## src/demux_bist_pkg.sv

```systemverilog
// package: constants and carrier types for the self-test demultiplexer
package demux_bist_pkg;
    localparam int CODE_W = 10;
    localparam int PORTS_MAX = 8;
    localparam int PORTS_NARROW = 4;
    localparam int SEQ_LEN = 512;
    localparam logic [9:0] SEED = 10'h002;
    localparam int TAP_HI = 8;
    localparam int TAP_LO = 4;
    localparam logic [9:0] NARROW_MASK = 10'h0FF;

    typedef struct packed {
        logic demux_ratio_select;
        logic self_test_select;
        logic clock_rate_select;
        logic word_width_select;
    } config_pins_t;

    typedef struct packed {
        logic ratio_1to8;
        logic self_test_on;
        logic full_rate_clock_mode;
        logic ten_bit_words;
    } modes_t;

    typedef logic [PORTS_MAX-1:0][CODE_W-1:0] port_words_t;
endpackage : demux_bist_pkg

```

## src/demux_bist_and_mode_select.sv

```systemverilog
// self-test pattern generator and static mode selection of the demux
`timescale 1ns/1ps
`default_nettype none
module demux_bist_and_mode_select #(
    parameter int CODE_WIDTH = 10,
    parameter int NUM_PORTS = 8
) (
    input wire logic clk_i,
    input wire logic reset_n_i,
    input wire logic clk_en_i,
    input wire logic start_reset_async_i,
    input wire demux_bist_pkg::config_pins_t config_pins_i,
    output demux_bist_pkg::modes_t modes_o,
    output demux_bist_pkg::port_words_t port_words_o,
    output logic [demux_bist_pkg::PORTS_MAX-1:0] port_active_o,
    output logic word_valid_o
);
    import demux_bist_pkg::*;

    // ------------------------------------------------------------
    // mode decode
    // ------------------------------------------------------------
    modes_t modes;
    // pins are sampled as plain logic levels
    always_comb begin
        modes.ten_bit_words = config_pins_i.word_width_select;
        modes.full_rate_clock_mode = config_pins_i.clock_rate_select;
        modes.ratio_1to8 = ~config_pins_i.demux_ratio_select;
        modes.self_test_on = ~config_pins_i.self_test_select;
    end
    assign modes_o = modes;

    // ------------------------------------------------------------
    // start reset
    // ------------------------------------------------------------
    typedef enum logic [1:0] {
        WAIT_PULSE,
        PULSE_HIGH,
        RUNNING
    } start_state_t;

    start_state_t start_state;
    start_state_t next_start_state;
    logic running;
    // a level held high keeps the generator parked; only the release
    // of the pulse lets the sequence start from the seed
    // next state of the start sequence
    always_comb begin
        next_start_state = start_state;
        case (start_state)
            WAIT_PULSE: begin
                if (start_reset_async_i) begin
                    next_start_state = PULSE_HIGH;
                end
            end
            PULSE_HIGH: begin
                if (!start_reset_async_i) begin
                    next_start_state = RUNNING;
                end
            end
            RUNNING: begin
                if (start_reset_async_i) begin
                    next_start_state = PULSE_HIGH;
                end
            end
            default: begin
                next_start_state = WAIT_PULSE;
            end
        endcase
    end

    always_ff @(posedge clk_i) begin
        if (!reset_n_i) begin
            start_state <= WAIT_PULSE;
        end else if (clk_en_i) begin
            start_state <= next_start_state;
        end
    end
    assign running = (start_state == RUNNING);

    // ------------------------------------------------------------
    // code generator, one code per sample clock
    // ------------------------------------------------------------
    logic [9:0] code;
    logic [9:0] next_code;
    logic [2:0] slot;
    logic [2:0] last_slot;
    logic [9:0] count;
    bist_code_step u_step (
        .code_i(code),
        .next_code_o(next_code)
    );
    assign last_slot = modes.ratio_1to8 ? 3'(NUM_PORTS - 1)
                                        : 3'(PORTS_NARROW - 1);
    logic gen;
    assign gen = running && modes.self_test_on;
    logic seq_wrap;
    // last code of the period: generator and slot restart together
    assign seq_wrap = (count == 10'(SEQ_LEN - 1));


    // advance on each sample clock edge
    always_ff @(posedge clk_i) begin
        if (!reset_n_i) begin
            code <= SEED;
            count <= 10'h000;
        end else if (clk_en_i) begin
            if (!gen) begin
                code <= SEED;
                count <= 10'h000;
            end else if (seq_wrap) begin
                code <= SEED;
                count <= 10'h000;
            end else begin
                code <= next_code;
                count <= count + 10'h001;
            end
        end
    end

    // ------------------------------------------------------------
    // distribution over ports
    // ------------------------------------------------------------
    port_words_t shadow;
    // seed always starts on port A
    // slot steps and wraps at the last active port
    always_ff @(posedge clk_i) begin
        if (!reset_n_i) begin
            slot <= 3'h0;
        end else if (clk_en_i) begin
            if (!gen || slot == last_slot || seq_wrap) begin
                slot <= 3'h0;
            end else begin
                slot <= slot + 3'h1;
            end
        end
    end

    logic [9:0] shown;
    assign shown = modes.ten_bit_words ? code : (code & NARROW_MASK);

    genvar p;
    generate
        for (p = 0; p < NUM_PORTS; p++) begin : g_port
            // only ports within the ratio take codes
            always_ff @(posedge clk_i) begin
                if (!reset_n_i) begin
                    shadow[p] <= '0;
                end else if (clk_en_i && gen && slot == 3'(p)) begin
                    shadow[p] <= shown;
                end
            end
        end
    endgenerate

    logic word_done;
    assign word_done = gen && (slot == last_slot);

    // ------------------------------------------------------------
    // output stage
    // ------------------------------------------------------------
    // strobe marks the cycle in which the active ports change
    always_ff @(posedge clk_i) begin
        if (!reset_n_i) begin
            word_valid_o <= 1'b0;
        end else if (clk_en_i) begin
            word_valid_o <= word_done;
        end
    end

    // the last slot's code is still in flight, so it bypasses shadow
    generate
        for (p = 0; p < NUM_PORTS; p++) begin : g_out
            // all ports update together once per word
            always_ff @(posedge clk_i) begin
                if (!reset_n_i) begin
                    port_words_o[p] <= '0;
                end else if (clk_en_i && word_done) begin
                    if (3'(p) == last_slot) begin
                        port_words_o[p] <= shown;
                    end else if (3'(p) < last_slot) begin
                        port_words_o[p] <= shadow[p];
                    end else begin
                        // ports above the ratio read zero
                        port_words_o[p] <= '0;
                    end
                end
            end
        end
    endgenerate

    // ------------------------------------------------------------
    // active port map
    // ------------------------------------------------------------
    // narrow ratio keeps only the low ports active
    generate
        for (p = 0; p < NUM_PORTS; p++) begin : g_active
            assign port_active_o[p] = modes.ratio_1to8 || (p < PORTS_NARROW);
        end
    endgenerate
endmodule : demux_bist_and_mode_select
`default_nettype wire

```

## src/bist_code_step.sv

```systemverilog
// one step of the self-test pseudo-random code sequence
`timescale 1ns/1ps
`default_nettype none
module bist_code_step (
    input wire logic [9:0] code_i,
    output logic [9:0] next_code_o
);
    import demux_bist_pkg::*;
    assign next_code_o = {code_i[CODE_W-2:0],
                          code_i[TAP_HI] ^ code_i[TAP_LO]};
endmodule : bist_code_step
`default_nettype wire

```

## config.mk

```make
export PLATFORM = sky130hd
export DESIGN_NAME = demux_bist_and_mode_select
export DESIGN_NICKNAME = d
export VERILOG_FILES = /design/src/demux_bist_pkg.sv /design/src/demux_bist_and_mode_select.sv /design/src/bist_code_step.sv
export SDC_FILE = /design/constraint.sdc
export NUM_CORES = 1
export LEC_CHECK = 0
export BUFFER_PORTS_ARGS = -buffer_cell sky130_fd_sc_hd__buf_2
export CAP_MARGIN = 0
export CELL_PAD_IN_SITES_DETAIL_PLACEMENT = 2
export CELL_PAD_IN_SITES_GLOBAL_PLACEMENT = 2
export CORE_UTILIZATION = 36
export CTS_CLUSTER_DIAMETER = 30
export DETAILED_ROUTE_END_ITERATION = 7
export GPL_ROUTABILITY_DRIVEN = 0
export GPL_TIMING_DRIVEN = 1
export PLACE_DENSITY = 0.79
export SETUP_SLACK_MARGIN = 0.4
export SYNTH_ARGS = -nofsm -noshare
export SYNTH_HDL_FRONTEND = slang
export SYNTH_SLANG_ARGS = --single-unit
```

## constraint.sdc

```tcl
create_clock -name clk_i -period 2.23 [get_ports clk_i]
set_input_delay 0 -clock clk_i [delete_from_list [all_inputs] [get_ports clk_i]]
set_output_delay 0 -clock clk_i [all_outputs]
set_load 0.01 [all_outputs]
```

==> impl_results.md <==
* Number of nets in the layout at slightly above 800
* Aggregate global-route resource usage at 0.209
* Number of levels the H-tree was split into at 4
* Via count of the first global-routing pass at 6118
* Crit path buf inv count at 2
* Avg WL per Cell at 19.7 um
* Slowest CP cell: sky130_fd_sc_hd__dfxtp_1
* Placed cell count at between 1000 and 1500
* Final min period at 1720 ps
* Layout Cells excl Fill at 1089
* #FFs+latches synth at 176
* Global-route wire length before repair at 32600 um
* Layout cells sized above 1 at 0.221
* Placement-stage cell area at 7760 um^2
* Input/output buffers at 94
* Detail Route Antenna Nets at 0
* Max-cap viol count at 0
* WS Path Type: reg -> reg
* Floorplan die area at 20500 um^2
* Final hold violation count at 0
* Starting density of the core at 0.368
* Share of synthesized flip-flops with an asynchronous set or reset at 0
* Cell Int Power at just over 5 mW
* CTS tree: yes
* Critical path capture point type: register
* Post-route standard cell area excluding fillers at 8570 um^2
* Vias per cell at 5.11
* Growth of design area from synthesis to finish at 19.3%
* Final period utilization at 0.773
* Dpl hpwl at 13400 um
* Worst slew margin relative to its limit at 0.496
* Run status: completed
* CP peak stage delay at 420 ps
* Worst min path class: in -> out
* Count of warnings emitted by yosys at 0
* Total Negative Setup Slacks at 0 ps
* P_leak at 3.78 nW
* Deepest clock path buffer count at 2
* End-of-flow core utilization at 0.439
* Synth Instances at between 700 and 800
* Switching part of the total at 0.209
* Top cell family by delay on the critical path: simple AND/OR/NAND/NOR gates
* RSZ-0062 raised after global routing: false
* Data arrival at the endpoint of the critical path at ~2000 ps
* Sum of overflow across all layers after global routing at 0
* Net Sw Power at 1.34 mW
* Height of the die at 143 um
* Cell chain of the critical path: and4bb_4 -> buf_4 -> nand3_4 -> buf_12 -> a22oi_1 -> nor2b_1
* Transition time at the pin with the least slew margin at 754 ps
* Unique cell type count in the Yosys netlist at 47
* Vias after detailed routing at 5566
* DRC marker count from the first detailed-route iteration at approximately 180
* Post-layout total power at 6.43 mW
* Top-level port count at a little over 100
* Register share of total power at 0.490
* Synth Flop Type: sky130_fd_sc_hd__dfxtp_1
* DR pass1 iterations at 4
* Portion of the post-synthesis area used by sequential elements at 0.490
* Combinational power share at 0.024
* Initial antenna violation count at 0
* Critical path startpoint category: register
* Critical path required time at 2550 ps
* Antenna fix cells at 0
* Number of flops mapped to enable cells by yosys at 0
* Clock root buffer: sky130_fd_sc_hd__clkbuf_16
* Slew Limit Fails at 0
* Row Count at 51
* Worst ir drop on vdd at 550 uV
* DRT Wirelength at 21500 um
* Combined area of all synthesized cells at roughly 7200 um^2
* Power density over the cells at between 700 and 800 nW/um^2
* Top achievable clock speed at 580 MHz
* Setup violation total in the final timing report at 0
* Largest net degree at the start of global routing at just under 80
* Largest fanout on the critical path at 18
* Fill cells at approximately 2100
* Worst clock skew at about 8.6 ps
* DRC viols at 0
* Clock Power Share at 0.487
* Core area at slightly below 20000 um^2
* TritonCTS Buffers at 17
* Mean instance size in the synthesized netlist at between 9 and 10 um^2
* Sink Count at 176
* Worst skew pair latency at 430 ps
* CTS clock-pin slew for the worst setup and hold paths at ~70 ps
* Chip width at roughly 140 um
==> power groups by stage <==
stage               clock (mW)  sequential (mW)  combinational, mW
floorplan                    0             3.22              0.121
global placement             0             3.22              0.140
detailed placement           0             3.22              0.146
CTS                       3.18             3.15              0.151
global route              3.31             3.15              0.164
finish                    3.13             3.15              0.153
==> per-stage QoR <==
| stage | setup slack [ps] | hold slack [ps] |
|---|---|---|
| floorplan | 592 | 43.5 |
| global placement | 342 | 0.119 |
| detailed placement | 85.5 | 0.119 |
| CTS | 383 | 0.119 |
| global route | 423 | 0.0328 |
| finish | 506 | 0.00390 |
==> Yosys cell counts, drive strengths merged, types with 2 or more instances <==
| library cell | count | area share |
|---|---|---|
| clkbuf | 36 | 0.019 |
| a21boi | 74 | 0.083 |
| and2 | 2 | 0.0017 |
| a22oi | 7 | 0.0073 |
| nand2 | 130 | 0.068 |
| nand4 | 2 | 0.0017 |
| nor2 | 2 | 0.0010 |
| nor3 | 2 | 0.0014 |
| o211a | 12 | 0.017 |
| o311ai | 2 | 0.0035 |
| o21ai | 11 | 0.0077 |
| and4 | 3 | 0.0037 |
| buf | 37 | 0.040 |
| inv | 7 | 0.0037 |
| mux2i | 70 | 0.098 |
| a21oi | 5 | 0.0035 |
| ha | 6 | 0.010 |
| nor2b | 70 | 0.061 |
| nand3 | 58 | 0.049 |
| dfxtp | 176 | 0.49 |
| a22o | 8 | 0.0098 |
| xor2 | 2 | 0.0035 |
==> cell usage in the layout, fill, tap and decap left out, types with 3 or more instances in the layout <==
cell type                       Yosys  routed
sky130_fd_sc_hd__dfxtp_1          176     176
sky130_fd_sc_hd__nand2_1          130     129
sky130_fd_sc_hd__buf_2              8      93
sky130_fd_sc_hd__mux2i_1           70      70
sky130_fd_sc_hd__nor2b_1           70      70
sky130_fd_sc_hd__nand3_1           46      46
sky130_fd_sc_hd__a21boi_0          34      34
sky130_fd_sc_hd__a21boi_1          30      30
sky130_fd_sc_hd__buf_4             21      22
sky130_fd_sc_hd__clkbuf_16          0      19
sky130_fd_sc_hd__o211a_1           12      12
sky130_fd_sc_hd__nand3_2           12      11
sky130_fd_sc_hd__a21boi_2          10      10
sky130_fd_sc_hd__o21ai_0           10      10
sky130_fd_sc_hd__a22o_1             8       8
sky130_fd_sc_hd__inv_1              7       7
sky130_fd_sc_hd__a22oi_1            7       7
sky130_fd_sc_hd__a21oi_1            5       5
sky130_fd_sc_hd__ha_1               6       5
sky130_fd_sc_hd__buf_12             1       5
sky130_fd_sc_hd__conb_1             1       4
sky130_fd_sc_hd__clkbuf_8           0       4
sky130_fd_sc_hd__and4_1             3       3
sky130_fd_sc_hd__clkinv_4           0       3
sky130_fd_sc_hd__clkinv_2           0       3
sky130_fd_sc_hd__bufinv_16          0       3
sky130_fd_sc_hd__dlygate4sd3_1      0       3
==> final timing paths <==
kind	start	to	slack (ps)	cells past startpoint
setup reg to reg	start_state[1]	port_words_o[75]	510	6
hold / removal	config_pins_i[1]	modes_o[1]	0.004	0
setup / recovery	start_state[1]	port_words_o[75]	510	6
hold reg to reg	port_words_o[18]	port_words_o[18]	450	2
==> routing by layer <==
layer,GRT usage,wire length [um],vias up
met5,0,0,-
met2,0.393,11600,88
li1,-,-,2630
met1,0.239,8980,2826
met3,0.0392,575,22
met4,0.0594,326,0
==> repair_timing <==
item                                    CTS  global route
hold endpoints to repair                  5             0
buffers inserted                          0             6
gates resized for setup                   6             4
pin swaps                                 1             2
cloned                                    1             2
hold buffers                              3             0
endpoints found under the setup margin   81            52
==> cell type report <==
class	instances	area (um^2)	share of cell area
Clock buffer	22	484	0.0565
Clock inverter	9	131	0.0153
Inverter	8	30.0	0.00350
Multi-Input combinational cell	484	3260	0.380
Sequential cell	176	3520	0.411
Tap cell	265	332	0.0387
Timing Repair Buffer	125	811	0.0946
==> kinds of logic (layout without fill, tap and decap cells) <==
| group | after synthesis | in the layout | synth area share |
|---|---|---|---|
| AOI/OAI and AO/OA | 126 | 126 | 0.139 |
| xor gates and xnor gates | 3 | 3 | 0.00470 |
| adders and majority gates | 6 | 6 | 0.0104 |
| buffers and inverters | 81 | 164 | 0.0632 |
| DFF | 176 | 176 | 0.490 |
| muxes | 70 | 70 | 0.0975 |
| other | 1 | 4 | 0.000522 |
| and+or+nand+nor | 274 | 275 | 0.194 |
==> sequential cells by signal (all words and copies together) (netlist names) <==
name          cells
port_words_o     80
word_valid_o      1
start_state       2
code             10
slot              3
shadow           70
count            10
(Power assumes the default switching activity.)
